`src/design/fdc_params.svh`:
```
// constants for the disk controller pin interface block
// assumes one 25 MHz clock and an ahb-lite master in front of it
//
// Summary of operation
// RULE1 - reset: idle state, drive outputs low
// RULE2 - reset keeps step, unload, load times
// RULE3 - ready held at reset: interrupt within 1024ms
// RULE4 - read strobe drives selected register out
// RULE5 - write strobe accepts data bus byte
// RULE6 - strobes honoured only while chip selected
// RULE7 - register select: 1 data, 0 status
// RULE8 - dma request high marks pending transfer
// RULE9 - dma acknowledge low during dma cycle
// RULE10 - terminal count ends read, write, scan
// RULE11 - write clock sets data rate externally; this block has no write clock input
// RULE12 - read data sampled by data window
// RULE13 - oscillator control: 0 inhibit, 1 enable
// RULE14 - density output: 1 double, 0 single
// RULE15 - head select output: 1 head1, 0 head0
// RULE16 - mode output: 1 seek, 0 read/write
// RULE17 - shared input: fault or track zero
// RULE18 - shared input: protect or two side
// RULE19 - shared output: fault reset or step
// RULE20 - shared output: low current or direction
// RULE21 - fault reset pulse before head load
// RULE22 - head load before data access
// RULE23 - mode settles before shared pins reinterpreted
`ifndef FDC_PARAMS_SVH
`define FDC_PARAMS_SVH
// register byte addresses
`define ADDR_CTRL 12'h000
`define ADDR_TIMING 12'h004
`define ADDR_STATUS 12'h008
`define ADDR_DATA 12'h00C
`define ADDR_HOSTREG 12'h010
// control register fields
`define CTRL_GO 0
`define CTRL_CMD_LO 1
`define CTRL_CMD_HI 2
`define CTRL_DENS 3
`define CTRL_HEAD 4
`define CTRL_DIR 5
`define CTRL_LOWCUR 6
`define CTRL_OSC 7
`define CTRL_UNIT_LO 8
`define CTRL_UNIT_HI 9
`define CTRL_DMA 10
`define CTRL_SENSE 11
// command codes in ctrl[2:1]
`define CMD_READ 2'h0
`define CMD_WRITE 2'h1
`define CMD_SCAN 2'h2
`define CMD_SEEK 2'h3
// timing: pulse and settle widths in us, ready-at-reset in ms
`define CLK_MHZ 25
`define FR_PULSE_US 8
`define STEP_PULSE_US 7
`define MODE_SETTLE_US 7
`define FR_CYCLES (`FR_PULSE_US * `CLK_MHZ)
`define STEP_CYCLES (`STEP_PULSE_US * `CLK_MHZ)
`define SETTLE_CYCLES (`MODE_SETTLE_US * `CLK_MHZ)
`define RDY_INT_MS 1024
`define RDY_INT_CYCLES (`RDY_INT_MS * 1000 * `CLK_MHZ)
`define TIMING_RESET 32'h0000_0000
`endif

```
`src/design/fdc_pkg.sv`:
```
// types shared by the disk controller pin interface
// assumes nothing beyond a systemverilog compiler
package fdc_pkg;
    typedef enum logic [2:0] {
        ST_IDLE, ST_SETTLE, ST_FRESET, ST_HLOAD, ST_XFER, ST_STEP
    } seq_state_t;
endpackage

```
`src/design/disk_controller_pin_interface.sv`:
```
// disk controller pin interface: ahb-lite slave, host port, dma, drive pins
// assumes all host, dma and drive inputs are asynchronous to hclk
`timescale 1ns/1ps
`include "fdc_params.svh"
module disk_controller_pin_interface #(
    parameter int unsigned RDY_INT_CYCLES = `RDY_INT_CYCLES
) (
    input wire logic hclk,
    input wire logic hresetn,
    input wire logic hsel,
    input wire logic [11:0] haddr,
    input wire logic [1:0] htrans,
    input wire logic hwrite,
    input wire logic [2:0] hsize,
    input wire logic [31:0] hwdata,
    input wire logic hready,
    output logic [31:0] hrdata,
    output logic hreadyout,
    output logic hresp,
    input wire logic rd_n,
    input wire logic wr_n,
    input wire logic cs_n,
    input wire logic register_select,
    input wire logic [7:0] host_data_bus_in,
    output logic [7:0] host_data_bus_out,
    output logic host_data_bus_oe,
    output logic dma_request,
    input wire logic dma_acknowledge_n,
    input wire logic terminal_count,
    output logic interrupt_req,
    input wire logic index_pulse,
    input wire logic drive_ready,
    input wire logic read_data_window,
    input wire logic read_data_in,
    output logic osc_enable,
    output logic double_density_select,
    output logic head_select,
    output logic [1:0] drive_unit_select,
    output logic seek_mode,
    input wire logic fault_or_track_zero,
    input wire logic protect_or_two_side,
    output logic head_load,
    output logic fault_reset_or_step,
    output logic low_current_or_direction
);
    import fdc_pkg::*;

    localparam int unsigned PULSE_W = 16;
    localparam logic [PULSE_W-1:0] FR_CNT = PULSE_W'(`FR_CYCLES);
    localparam logic [PULSE_W-1:0] STEP_CNT = PULSE_W'(`STEP_CYCLES);
    localparam logic [PULSE_W-1:0] SETTLE_CNT = PULSE_W'(`SETTLE_CYCLES);

    // two-flop synchronisers for every outside input
    logic [11:0] sync1_ff;
    logic [11:0] sync2_ff;
    wire logic [11:0] async_in = {host_data_bus_in[3:0], rd_n, wr_n, cs_n, register_select,
                                  terminal_count, drive_ready, fault_or_track_zero,
                                  protect_or_two_side};
    always_ff @(posedge hclk or negedge hresetn) begin
        if (!hresetn) begin
            sync1_ff <= 12'h0FF;
            sync2_ff <= 12'h0FF;
        end else begin
            sync1_ff <= async_in;
            sync2_ff <= sync1_ff;
        end
    end
    logic [3:0] dbh1_ff;
    logic [3:0] dbh2_ff;
    logic [3:0] rdin1_ff;
    logic [3:0] rdin2_ff;
    // upper data bits, window, read data, dma ack, index
    always_ff @(posedge hclk or negedge hresetn) begin
        if (!hresetn) begin
            dbh1_ff <= 4'h0;
            dbh2_ff <= 4'h0;
            rdin1_ff <= 4'h3;
            rdin2_ff <= 4'h3;
        end else begin
            dbh1_ff <= host_data_bus_in[7:4];
            dbh2_ff <= dbh1_ff;
            rdin1_ff <= {read_data_window, read_data_in, dma_acknowledge_n, ~index_pulse};
            rdin2_ff <= rdin1_ff;
        end
    end
    // no reset: RULE3 reads ready during reset
    logic [1:0] rdy_sync_ff;
    always_ff @(posedge hclk) begin
        rdy_sync_ff <= {rdy_sync_ff[0], drive_ready};
    end
    wire logic [7:0] s_db = {dbh2_ff, sync2_ff[11:8]};
    wire logic s_rd_n = sync2_ff[7];
    wire logic s_wr_n = sync2_ff[6];
    wire logic s_cs_n = sync2_ff[5];
    wire logic s_regsel = sync2_ff[4];
    wire logic s_tc = sync2_ff[3];
    wire logic s_ready = rdy_sync_ff[1];
    wire logic s_fault_or_track_zero = sync2_ff[1];
    wire logic s_protect_or_two_side = sync2_ff[0];
    wire logic s_window = rdin2_ff[3];
    wire logic s_rdd = rdin2_ff[2];
    wire logic s_dma_acknowledge_n_n = rdin2_ff[1];

    // ahb address phase capture
    logic wr_pend_ff;
    logic [11:0] addr_ff;
    wire logic take = hsel & hready & htrans[1];
    always_ff @(posedge hclk or negedge hresetn) begin
        if (!hresetn) begin
            wr_pend_ff <= 1'b0;
            addr_ff <= 12'h000;
        end else begin
            wr_pend_ff <= take & hwrite;
            if (take) begin
                addr_ff <= haddr;
            end
        end
    end

    // registers; timing kept through hresetn on purpose
    logic [11:0] ctrl_ff;
    logic [31:0] timing_ff;
    logic timing_init_ff;
    // RULE2 timing survives reset
    always_ff @(posedge hclk) begin
        if (!timing_init_ff) begin
            timing_ff <= `TIMING_RESET;
        end else if (wr_pend_ff && addr_ff == `ADDR_TIMING) begin
            timing_ff <= hwdata;
        end
    end
    // power-on marker; only set, never cleared by hresetn
    always_ff @(posedge hclk) begin
        if (timing_init_ff !== 1'b1) begin
            timing_init_ff <= 1'b1;
        end
    end

    seq_state_t state_ff;
    logic go_pulse;
    logic sense_pulse;
    assign go_pulse = wr_pend_ff && addr_ff == `ADDR_CTRL && hwdata[`CTRL_GO];
    assign sense_pulse = wr_pend_ff && addr_ff == `ADDR_CTRL && hwdata[`CTRL_SENSE];
    always_ff @(posedge hclk or negedge hresetn) begin
        if (!hresetn) begin
            ctrl_ff <= 12'h000;
        end else if (wr_pend_ff && addr_ff == `ADDR_CTRL && state_ff == ST_IDLE) begin
            ctrl_ff <= {hwdata[11:1], 1'b0};
        end
    end

    // host port data register and latched byte
    logic [7:0] data_reg_ff;
    logic [7:0] host_byte_ff;
    logic host_byte_new_ff;
    logic wr_n_d_ff;
    wire logic host_wr_edge = !s_cs_n && s_wr_n && !wr_n_d_ff;
    // RULE5 byte taken on strobe release
    // RULE6 only while selected
    always_ff @(posedge hclk or negedge hresetn) begin
        if (!hresetn) begin
            wr_n_d_ff <= 1'b1;
            host_byte_ff <= 8'h00;
            host_byte_new_ff <= 1'b0;
        end else begin
            wr_n_d_ff <= s_wr_n | s_cs_n;
            if (host_wr_edge && s_regsel) begin
                host_byte_ff <= s_db;
                host_byte_new_ff <= 1'b1;
            end else if (haddr == `ADDR_HOSTREG && take && !hwrite) begin
                host_byte_new_ff <= 1'b0;
            end
        end
    end
    always_ff @(posedge hclk or negedge hresetn) begin
        if (!hresetn) begin
            data_reg_ff <= 8'h00;
        end else if (wr_pend_ff && addr_ff == `ADDR_DATA) begin
            data_reg_ff <= hwdata[7:0];
        end
    end

    // sequencer for read/write/seek
    logic [PULSE_W-1:0] cnt_ff;
    logic xfer_done;
    always_ff @(posedge hclk or negedge hresetn) begin
        if (!hresetn) begin
            state_ff <= ST_IDLE;
            cnt_ff <= '0;
        end else begin
            case (state_ff)
                ST_IDLE: begin
                    if (go_pulse) begin
                        state_ff <= ST_SETTLE;
                        cnt_ff <= SETTLE_CNT;
                    end
                end
                // RULE23 mode first, then shared pins
                ST_SETTLE: begin
                    if (cnt_ff == '0) begin
                        if (ctrl_ff[`CTRL_CMD_HI:`CTRL_CMD_LO] == `CMD_SEEK) begin
                            state_ff <= ST_STEP;
                            cnt_ff <= STEP_CNT;
                        end else begin
                            state_ff <= ST_FRESET;
                            cnt_ff <= FR_CNT;
                        end
                    end else begin
                        cnt_ff <= cnt_ff - 1'b1;
                    end
                end
                // RULE21 fault reset precedes head load
                ST_FRESET: begin
                    if (cnt_ff == '0) begin
                        state_ff <= ST_HLOAD;
                    end else begin
                        cnt_ff <= cnt_ff - 1'b1;
                    end
                end
                ST_HLOAD: begin
                    state_ff <= ST_XFER;
                end
                // RULE10 terminal count ends transfer
                ST_XFER: begin
                    if (xfer_done) begin
                        state_ff <= ST_IDLE;
                    end
                end
                ST_STEP: begin
                    if (cnt_ff == '0) begin
                        state_ff <= ST_IDLE;
                    end else begin
                        cnt_ff <= cnt_ff - 1'b1;
                    end
                end
                default: begin
                    state_ff <= ST_IDLE;
                end
            endcase
        end
    end
    assign xfer_done = s_tc;

    // RULE12 serial bits caught inside the window
    logic [7:0] shift_ff;
    always_ff @(posedge hclk or negedge hresetn) begin
        if (!hresetn) begin
            shift_ff <= 8'h00;
        end else if (state_ff == ST_XFER && s_window) begin
            shift_ff <= {shift_ff[6:0], s_rdd};
        end
    end

    // RULE8 dma request while a dma transfer waits
    // RULE9 acknowledge low completes the cycle
    always_ff @(posedge hclk or negedge hresetn) begin
        if (!hresetn) begin
            dma_request <= 1'b0;
        end else begin
            dma_request <= state_ff == ST_XFER && ctrl_ff[`CTRL_DMA] && s_dma_acknowledge_n_n && !s_tc;
        end
    end

    // RULE3 ready seen at reset arms a delayed interrupt
    logic rdy_arm_ff;
    logic [31:0] rdy_cnt_ff;
    logic rdy_seen_ff;
    always_ff @(posedge hclk) begin
        rdy_seen_ff <= !hresetn ? s_ready : 1'b0;
    end
    always_ff @(posedge hclk or negedge hresetn) begin
        if (!hresetn) begin
            rdy_arm_ff <= 1'b0;
            rdy_cnt_ff <= 32'h0000_0000;
            interrupt_req <= 1'b0;
        end else begin
            if (rdy_seen_ff) begin
                rdy_arm_ff <= 1'b1;
                rdy_cnt_ff <= RDY_INT_CYCLES - 1;
            end else if (rdy_arm_ff) begin
                if (rdy_cnt_ff == 32'h0000_0000) begin
                    rdy_arm_ff <= 1'b0;
                end else begin
                    rdy_cnt_ff <= rdy_cnt_ff - 1'b1;
                end
            end
            // set beats sense-clear in the same cycle
            if (rdy_arm_ff && rdy_cnt_ff == 32'h0000_0000) begin
                interrupt_req <= 1'b1;
            end else if (sense_pulse) begin
                interrupt_req <= 1'b0;
            end
        end
    end

    // drive pins; all low under reset
    // RULE1 outputs to drive reset to 0
    always_ff @(posedge hclk or negedge hresetn) begin
        if (!hresetn) begin
            seek_mode <= 1'b0;
            head_load <= 1'b0;
            fault_reset_or_step <= 1'b0;
            low_current_or_direction <= 1'b0;
            head_select <= 1'b0;
            double_density_select <= 1'b0;
            drive_unit_select <= 2'h0;
            osc_enable <= 1'b0;
        end else begin
            // RULE16 1 seek, 0 read/write
            seek_mode <= ctrl_ff[`CTRL_CMD_HI:`CTRL_CMD_LO] == `CMD_SEEK && state_ff != ST_IDLE;
            // RULE22 head down for data access
            head_load <= state_ff == ST_HLOAD || state_ff == ST_XFER;
            // RULE19 fault reset or step pulse
            fault_reset_or_step <= state_ff == ST_FRESET || state_ff == ST_STEP;
            // RULE20 direction in seek, low current otherwise
            low_current_or_direction <= seek_mode ? ctrl_ff[`CTRL_DIR] : ctrl_ff[`CTRL_LOWCUR];
            // RULE15 head select level
            head_select <= ctrl_ff[`CTRL_HEAD];
            // RULE14 density level
            double_density_select <= ctrl_ff[`CTRL_DENS];
            drive_unit_select <= ctrl_ff[`CTRL_UNIT_HI:`CTRL_UNIT_LO];
            // RULE13 oscillator enable level
            osc_enable <= ctrl_ff[`CTRL_OSC] && state_ff == ST_XFER;
        end
    end

    // RULE17 RULE18 shared inputs split by mode
    logic fault_ff, track0_ff, wprot_ff, two_side_ff;
    always_ff @(posedge hclk or negedge hresetn) begin
        if (!hresetn) begin
            fault_ff <= 1'b0;
            track0_ff <= 1'b0;
            wprot_ff <= 1'b0;
            two_side_ff <= 1'b0;
        end else if (state_ff != ST_SETTLE) begin
            if (seek_mode) begin
                track0_ff <= s_fault_or_track_zero;
                two_side_ff <= s_protect_or_two_side;
            end else begin
                fault_ff <= s_fault_or_track_zero;
                wprot_ff <= s_protect_or_two_side;
            end
        end
    end

    // host data bus: RULE4 RULE7 register select picks source
    always_ff @(posedge hclk or negedge hresetn) begin
        if (!hresetn) begin
            host_data_bus_out <= 8'h00;
            host_data_bus_oe <= 1'b0;
        end else begin
            host_data_bus_oe <= !s_cs_n && !s_rd_n && s_wr_n;
            host_data_bus_out <= s_regsel ? data_reg_ff
                                          : {state_ff == ST_IDLE, 2'h0, state_ff != ST_IDLE,
                                             fault_ff, track0_ff, wprot_ff, two_side_ff};
        end
    end

    // ahb read data, registered one cycle after the address phase
    always_ff @(posedge hclk or negedge hresetn) begin
        if (!hresetn) begin
            hrdata <= 32'h0000_0000;
        end else if (take && !hwrite) begin
            case (haddr)
                `ADDR_CTRL: hrdata <= {20'h00000, ctrl_ff};
                `ADDR_TIMING: hrdata <= timing_ff;
                `ADDR_STATUS: hrdata <= {20'h00000, shift_ff, interrupt_req, 3'(state_ff)};
                `ADDR_DATA: hrdata <= {24'h000000, data_reg_ff};
                `ADDR_HOSTREG: hrdata <= {23'h000000, host_byte_new_ff, host_byte_ff};
                default: hrdata <= 32'h0000_0000;
            endcase
        end
    end
    assign hreadyout = 1'b1;
    assign hresp = 1'b0;
endmodule

```
`config.mk`:
```
export PLATFORM = sky130hd
export DESIGN_NAME = disk_controller_pin_interface
export DESIGN_NICKNAME = d
export VERILOG_FILES = /design/src/design/fdc_pkg.sv /design/src/design/disk_controller_pin_interface.sv
export VERILOG_INCLUDE_DIRS = /design/src /design/src/design
export SDC_FILE = /design/constraint.sdc
export NUM_CORES = 1
export LEC_CHECK = 0
export ABC_AREA = 1
export BUFFER_PORTS_ARGS = -buffer_cell sky130_fd_sc_hd__buf_2
export CAP_MARGIN = 20
export CORE_ASPECT_RATIO = 1.5
export CORE_MARGIN = 10
export CORE_UTILIZATION = 40
export CTS_BUF_LIST = sky130_fd_sc_hd__clkbuf_16
export DETAILED_ROUTE_END_ITERATION = 8
export GPL_TIMING_DRIVEN = 0
export MAX_ROUTING_LAYER = met4
export PLACE_DENSITY = 0.57
export SYNTH_ARGS = -nofsm -noshare
export SYNTH_HDL_FRONTEND = slang
export SYNTH_SLANG_ARGS = --single-unit
```
`constraint.sdc`:
```
create_clock -name hclk -period 11.1 [get_ports hclk]
set_input_delay 1.665 -clock hclk [delete_from_list [all_inputs] [get_ports hclk]]
set_output_delay 1.665 -clock hclk [all_outputs]
set_load 0.01 [all_outputs]
```
==> qor.yml, run 1 <==
status: "finished clean"
synth_edf_count: 32
synth_seq_cells: 229
rows: 72
ys_top_cells_by_count: "386 x nand2_1, 177 x dfrtp_1, 128 x nor2_1"
crit_path_max_incr_delay_ns: 0.49
worst_slew_pin_slew_ns: 0.9950
via_count: 8336
slowest_stage: "buf_1"
cts.htree.levels: 1
yosysWarnings: 0
synthArstFlopShare_pct: 84.72
drv_cap: 0
grt_pass1_wl_mm: 44.69
first_pass_iters: 5
cp.arrival_ns: 3.29
drt-initial-drc-count: 449
clock.fmax_ghz: 0.3523
gr-total-overflow: 0
wirelength_mm: 27.59
hpwl_mm: 20.81
peakVddDrop_v: 0.0001198
start_util_pct: 40.38
grt_setup_unrepaired: "no"
crit_path_max_fanout: 10
setup_viol: 0
nets: 1408
critPathLaunchType: "input pin"
core_sq_um: 25670
syn_area_sq_um: 10370
ff_latch_area_sq_um: 5897
dieArea_sq_um: 32890
finalMaxSlewViolations: 0
grt_pass1_vias: 8389
drive_gt1_share_pct: 19.47
cts_setup_buffers: 0
syn_nets: 1257
use_met3_pct: 2.555
io_buffers: 120
top_usage_layer: "met2"
fin_setup_tns_ns: 0
synthTopCellsByArea: "dfrtp_1 43%, nand2_1 14%, edfxtp_1 9.3%"
die_h_microns: 217.2
ioPinCount: 128
setup.worst_path.end_class: "flop"
hold_path.class: "flop to flop"
grt_max_degree: 98
track_usage_pct: 17.43
use_met2_pct: 31.65
finClkSkew_ns: 0.008924
post-place-ws_ns: 7.691
crit_required_ns: 11.55
cts_sinks: 229
crit_type: "input pin to flop"
path_cells: "buf_2 -> nand3_1 -> nor2_1 -> buf_2 -> buf_1 -> nand2_1 -> nand2_1"
max-slew-margin-rel_pct: 33.15
cellPowerDensity_nw_per_um2: 195.8
setup_ws_ns: 8.262
synth_cell_types: 44
ant_nets: 0
gp_congestion: 0.9360
clk_latency_ns: 0.51
viasPerCell: 4.956
synthFlopType: "dfrtp_1"
worstHoldPathCells: 0
period_needed_ns: 2.838
hold_buffers: 0
numCtsBuffers: 23
wl_per_cell_microns: 16.40
synth_largest_area_cell: "dfrtp_1"
yosysSeqAreaShare_pct: 56.88
multiInputGateArea_sq_um: 3909
met1_usage_pct: 19.07
ctsResizeCount: 0
areaGrowthSynthToFinish_pct: 18.52
cts_root_buf: "clkbuf_16"
period_share_pct: 25.57
synth_most_common_cell: "nand2_1"
syn_inst: 1179
fill_cells: 2511
antenna_found_initial: 2
cts_tree: "yes"
reg2reg_depth: 5
hold_viol: 0
clk_transition_reported_paths_ns: 0.06
syn_area_per_cell_sq_um: 8.793
p_leak_uw: 0.006011
synth_top_cell_area_share_pct: 42.72
die_w_microns: 151.5
total_power_uw: 2406
cts.path.max_buffers: 3
drc: 0
-- routing by layer --
layer	wire [microns]	up-vias	part of all wire, %
met5	0	-	0
met4	655	0	2.4
met3	1310	49	4.7
met2	15050	174	55
met1	10580	3988	38
li1	-	4125	-
-- logic make-up (layout without fill, tap and decap cells) --
| kind of cell | after synthesis | count (layout) | synth area share (%) |
|---|---|---|---|
| multiplexers | 23 | 23 | 2.498 |
| buffers and inverters | 129 | 296 | 5.479 |
| XOR/XNOR | 12 | 12 | 1.014 |
| AO/OA/AOI/OAI | 87 | 87 | 5.153 |
| flip-flops | 229 | 229 | 56.88 |
| other | 2 | 5 | 0.07244 |
| AND/OR/NAND/NOR | 693 | 693 | 28.42 |
| adder cells (fa/ha/maj) | 4 | 4 | 0.4828 |
-- metrics by stage --
step	utilization, %	hold slack (ns)	std cells	area, sq um
2_1_floorplan	-	0.3096	1179	10370
3_3_place_gp	44.34	0.3139	1632	11380
3_5_place_dp	44.75	0.3135	1638	11490
4_1_cts	47.83	0.3375	1679	12280
5_1_grt	47.85	0.3429	1681	12290
6_report	47.86	0.3316	1682	12290
-- power breakdown --
group	switching (uW)	leakage (uW)	internal, uW
Sequential	80.3	0.00260	953
Combinational	360	0.00302	197
Clock	329	0.000395	486
Total	769	0.00601	1640
-- path summary, 6_finish.rpt --
path / start / endpoint / slack, ns
min reg2reg: rdy_sync_ff[0] / rdy_sync_ff[1] / 0.33
min: rdy_sync_ff[0] / rdy_sync_ff[1] / 0.33
max reg2reg: addr_ff[9] / timing_ff[4] / 9.01
min in group asynchronous: hresetn / hrdata[21] / 0.99
max in group asynchronous: hresetn / sync1_ff[6] / 8.96
max: hsel / hrdata[8] / 8.26
-- critical path: cells and delay by family --
| kind | cells | cell delay, ns |
|---|---|---|
| buffers and inverters | 3 | 0.90 |
| AND/OR/NAND/NOR | 4 | 0.72 |
-- layout by cell type, fill, tap and decap left out, types with 13 or more instances in the layout --
cell type,Yosys,routed
o21ai_2,13,13
inv_1,88,91
buf_2,11,130
clkbuf_16,0,24
dfrtp_1,177,177
dfstp_2,17,17
nand2_1,386,386
nand3_1,102,102
mux2_2,23,23
nand4_1,42,42
edfxtp_1,32,32
nor3_1,13,13
nor2_1,128,128
o21ai_0,44,44
-- sequential cells by signal, indices dropped and copies added (netlist names), 11 cells and up --
signal	count
addr_ff	12
cnt_ff	16
ctrl_ff	11
hrdata	32
rdy_cnt_ff	32
sync1_ff	11
sync2_ff	11
timing_ff	32
-- cell type report --
type	count	share of cell area (%)
antenna	3	0.06109
buffer	33	1.650
clock buffer	24	4.888
clock inverter	17	1.548
inverter	96	2.973
multi-input combinational	821	31.81
sequential	229	47.99
tap	333	3.391
timing repair buffer	126	5.692
Note: power is estimated with default switching activity, not from simulation.
==> run 2: changes to the inputs <==
PLACE_DENSITY = 0.59   (was 0.57)
clock period = 2.55 ns   (was 11.1 ns; I/O delays follow)
==> qor.yml, run 2 (synthesis results as in run 1) <==
p_leak_uw: 0.006141
cp_top_family: "simple AND/OR/NAND/NOR gates"
final_common_cell: "nand2_1"
drc: 0
status: "finished clean"
areaGrowthSynthToFinish_pct: 21.46
setup.worst_path.end_class: "flop"
cts.htree.levels: 1
crit_path_max_fanout: 12
cts_sinks: 229
hpwl_mm: 20.36
period_share_pct: 77.50
fin_hold_ws_ns: 0.03252
die_h_microns: 217.2
wl_met3_mm: 1.285
worstHoldPathCells: 1
numCtsBuffers: 23
reg2reg_depth: 4
r2r-start: "addr_ff[9]"
finalMaxSlewViolations: 0
die_w_microns: 151.5
path_cells: "nor2_1 -> nand2_1 -> nor4_4 -> buf_8"
wl_met2_mm: 14.66
rows: 72
gp_congestion: 0.9294
grt_pass1_vias: 8478
crit_required_ns: 2.77
top_layer: "met4"
cts.path.max_buffers: 3
m1WireLength_mm: 10.42
io_buffers: 120
period_needed_ns: 1.976
crit_path_max_incr_delay_ns: 0.81
cp.arrival_ns: 2.20
cellPowerDensity_nw_per_um2: 856.3
dieArea_sq_um: 32890
holdPathEnd: "timing_ff[20]"
max-slew-margin-rel_pct: 37.47
rrSetupSlack_ns: 0.57
crit_type: "flop to flop"
drt-initial-drc-count: 434
finClkSkew_ns: 0.02225
hold_path.class: "input pin to flop"
clk_transition_reported_paths_ns: 0.07
viasPerCell: 4.880
grt_setup_unrepaired: "no"
cts_tree: "yes"
clk_latency_ns: 0.53
grt_max_degree: 119
hold_viol: 0
largestRegisters: "hrdata: 32 flops, rdy_cnt_ff: 32 flops, timing_ff: 32 flops"
clock.fmax_ghz: 0.5060
track_usage_pct: 17.31
ff_latch_area_sq_um: 5897
wirelength_mm: 27.12
first_pass_iters: 5
multiInputGateArea_sq_um: 3918
rr_endpoint: "timing_ff[4]"
via_count: 8326
ioPinCount: 128
layout_common_cells: "386 x nand2_1, 177 x dfrtp_1, 130 x buf_2, 128 x nor2_1, 102 x nand3_1"
gr-total-overflow: 0
grt_pass1_wl_mm: 44.44
fill_cells: 2524
min-delay-start: "hwdata[20]"
core_sq_um: 25670
drv_cap: 0
setup_viol: 0
ant_nets: 0
cp_num_buf_inv: 1
nets: 1430
start_util_pct: 40.38
worst_slew_pin_slew_ns: 0.9308
critPathLaunchType: "flop"
post-route-util_pct: 49.04
cts_root_buf: "clkbuf_16"
drive_gt1_share_pct: 18.99
peakVddDrop_v: 0.0005454
slowest_stage: "nor4_4"
wl_per_cell_microns: 15.90
antenna_found_initial: 3
==> run 2: cell count changes in the layout (fill, tap and decap cells not counted), sizes merged <==
cell,change
dlygate4sd3,+25
buf,-3
bufinv,+3
clkinv,-2
clkinvlp,-1
diode,+1
inv,+1
==> run 2: stage by stage <==
stage                     setup WS [ns]  TNS (ns)  total power (uW)  cells  cell area, sq um
after global routing             0.4353         0             11470   1705             12590
after CTS                        0.5075         0             10950   1702             12580
after floorplan                  0.4083         0              6245   1179             10380
after global placement           -2.298   -428.98              6960   1632             11400
after detailed placement         0.4285         0              7012   1635             11470
final                            0.5738         0             10780   1706             12590
==> run 2: worst reg2reg max path, stage by stage (launching register included) <==
cell and delay (ns):
dfrtp_1 0.37, nor2_1 0.11, nand2_1 0.13, nor4_4 0.81, buf_8 0.24
==> run 2: layout make-up <==
type                    count  share of cell area, %
flip-flops and latches    229                  46.83
multi-input cells         821                  31.11
repair buffers            148                  7.293
clock buffers              24                  4.769
well taps                 333                  3.309
inverters                  96                  2.901
clock inverters            18                  2.097
plain buffers              33                  1.610
diodes                      4                0.07949
==> run 2: per-layer routing <==
metal | GRT usage (%) | vias up
met5 | - | -
met4 | 6.049 | 0
met3 | 2.555 | 48
met2 | 31.16 | 164
met1 | 18.79 | 3939
li1 | - | 4175
==> run 2: repair_timing <==
action                                 in CTS  in global routing
buffers inserted                            0                  0
hold buffers                               25                  0
resized for setup                           0                  0
endpoints found under the hold margin     100                  0
==> run 2: how the worst max path moves through the flow <==
stage / from / to / cells past startpoint
3_3_place_gp: hresetn / host_data_bus_oe / 1
5_1_grt: state_ff[2] / ctrl_ff[6] / 7
4_1_cts: addr_ff[9] / timing_ff[6] / 4
6_report: addr_ff[9] / timing_ff[4] / 4
3_5_place_dp: htrans[1] / hrdata[7] / 7
2_1_floorplan: addr_ff[11] / timing_ff[0] / 3
==> run 2: power by group <==
part	switching, uW	leakage, uW	internal [uW]
Sequential	357	0.00260	4150
Clock	1420	0.000437	2410
Combinational	1560	0.00311	880
Total	3340	0.00614	7450
==> run 3: changes to the inputs <==
clock period = 1.7 ns   (was 2.55 ns; I/O delays follow)
==> qor.yml, run 3 (synthesis results as in run 1) <==
status: "finished clean"
die_h_microns: 217.2
hold_path.class: "input pin to flop"
p_leak_uw: 0.006504
grt_pass1_vias: 8948
finClkSkew_ns: 0.01966
track_usage_pct: 17.84
fill_cells: 2394
largestRegisters: "hrdata: 32 flops, rdy_cnt_ff: 32 flops, timing_ff: 32 flops"
fin_hold_ws_ns: 0.06331
antenna_found_initial: 1
cp_top_family: "simple AND/OR/NAND/NOR gates"
period_share_pct: 96.18
rows: 72
hold_viol: 0
final_common_cell: "nand2_1"
cp_num_buf_inv: 2
crit_path_max_fanout: 6
wl_per_cell_microns: 16.09
design_area_sq_um: 13580
drive_gt1_share_pct: 26.85
start_util_pct: 40.38
first_pass_iters: 5
cts.path.max_buffers: 3
place_area_sq_um: 11470
post-route-util_pct: 52.89
io_buffers: 120
worst_slew_pin_slew_ns: 0.7194
wirelength_mm: 28.69
die_w_microns: 151.5
viasPerCell: 4.921
gr-total-overflow: 0
areaGrowthSynthToFinish_pct: 30.98
path_cells: "inv_2 -> nand2_1 -> nor2_4 -> nand3_4 -> buf_12 -> mux2_2"
grt_pass1_wl_mm: 45.87
setup_viol: 0
crit_path_max_incr_delay_ns: 0.46
setup.worst_path.end_class: "flop"
worst-path-stages: 6
cellPowerDensity_nw_per_um2: 1200
cts.htree.levels: 1
drc: 0
ant_nets: 0
max-slew-margin-rel_pct: 52.04
dieArea_sq_um: 32890
period_needed_ns: 1.635
ioPinCount: 128
numCtsBuffers: 24
via_count: 8774
crit_type: "flop to flop"
setup_ws_ns: 0.06489
layout_common_cells: "376 x nand2_1, 152 x dfrtp_1, 127 x buf_2, 98 x nand3_1, 92 x nor2_1"
slowest_stage: "dfrtp_2"
cp.arrival_ns: 2.04
worstHoldPathCells: 3
reg2reg_depth: 6
finalMaxSlewViolations: 0
hpwl_mm: 20.38
cts_sinks: 229
peakVddDrop_v: 0.0008246
gp_congestion: 0.9193
clock.fmax_ghz: 0.6116
cts_root_buf: "clkbuf_16"
crit_required_ns: 2.11
clk_transition_reported_paths_ns: 0.06
grt_max_degree: 109
core_sq_um: 25670
drv_cap: 0
fin_setup_tns_ns: 0
clk_latency_ns: 0.54
critPathLaunchType: "flop"
cts_tree: "yes"
rrSetupSlack_ns: 0.06
nets: 1509
drt-initial-drc-count: 478
post-place-ws_ns: -0.2928
## run 3: per-layer routing
metal	wire, microns	global-route usage (%)
met4	1141	7.111
met2	15210	31.80
met1	10910	19.25
met5	0	-
met3	1425	2.679
## run 3: worst paths after layout
kind | from | end
worst max-delay path | state_ff[2] | ctrl_ff[10]
worst min-delay path | haddr[3] | addr_ff[3]
worst max register to register | state_ff[2] | ctrl_ff[10]
worst min register to register | rdy_sync_ff[0] | rdy_sync_ff[1]
max in group asynchronous | hresetn | cnt_ff[12]
min in group asynchronous | hresetn | hrdata[16]
## run 3: repair_timing
item                                    in CTS  in global routing
hold endpoints to repair                   151                  0
hold buffers                                61                  0
pin swaps                                    7                 20
gates cloned                                 0                  1
endpoints found under the setup margin     107                 79
resized for setup                           31                101
buffers inserted                             7                 34
## run 3: cell type report
cell class / count / area [sq um] / share of cell area, %
repair buffers: 227 / 1635 / 12.04
plain buffers: 32 / 210.2 / 1.548
diodes: 1 / 2.502 / 0.01843
well taps: 333 / 416.7 / 3.068
inverters: 96 / 367.9 / 2.709
clock buffers: 26 / 650.6 / 4.791
multi-input cells: 821 / 4245 / 31.26
clock inverters: 18 / 122.6 / 0.9030
flip-flops and latches: 229 / 5928 / 43.66
## run 3: through the flow
step,std cells,power [uW]
finish,1783,16300
global route,1783,17340
detailed placement,1635,10530
floorplan,1179,9368
global placement,1632,10440
CTS,1746,15930
## run 3: report_power, final
part / switching, uW / internal, uW
Clock: 2180 / 2910
Sequential: 579 / 6240
Combinational: 2650 / 1730
## run 3: worst min-delay path: cells and delay by family
family	cells	cell delay (ns)
buf+inv	2	0.21
compound gates	1	0.09
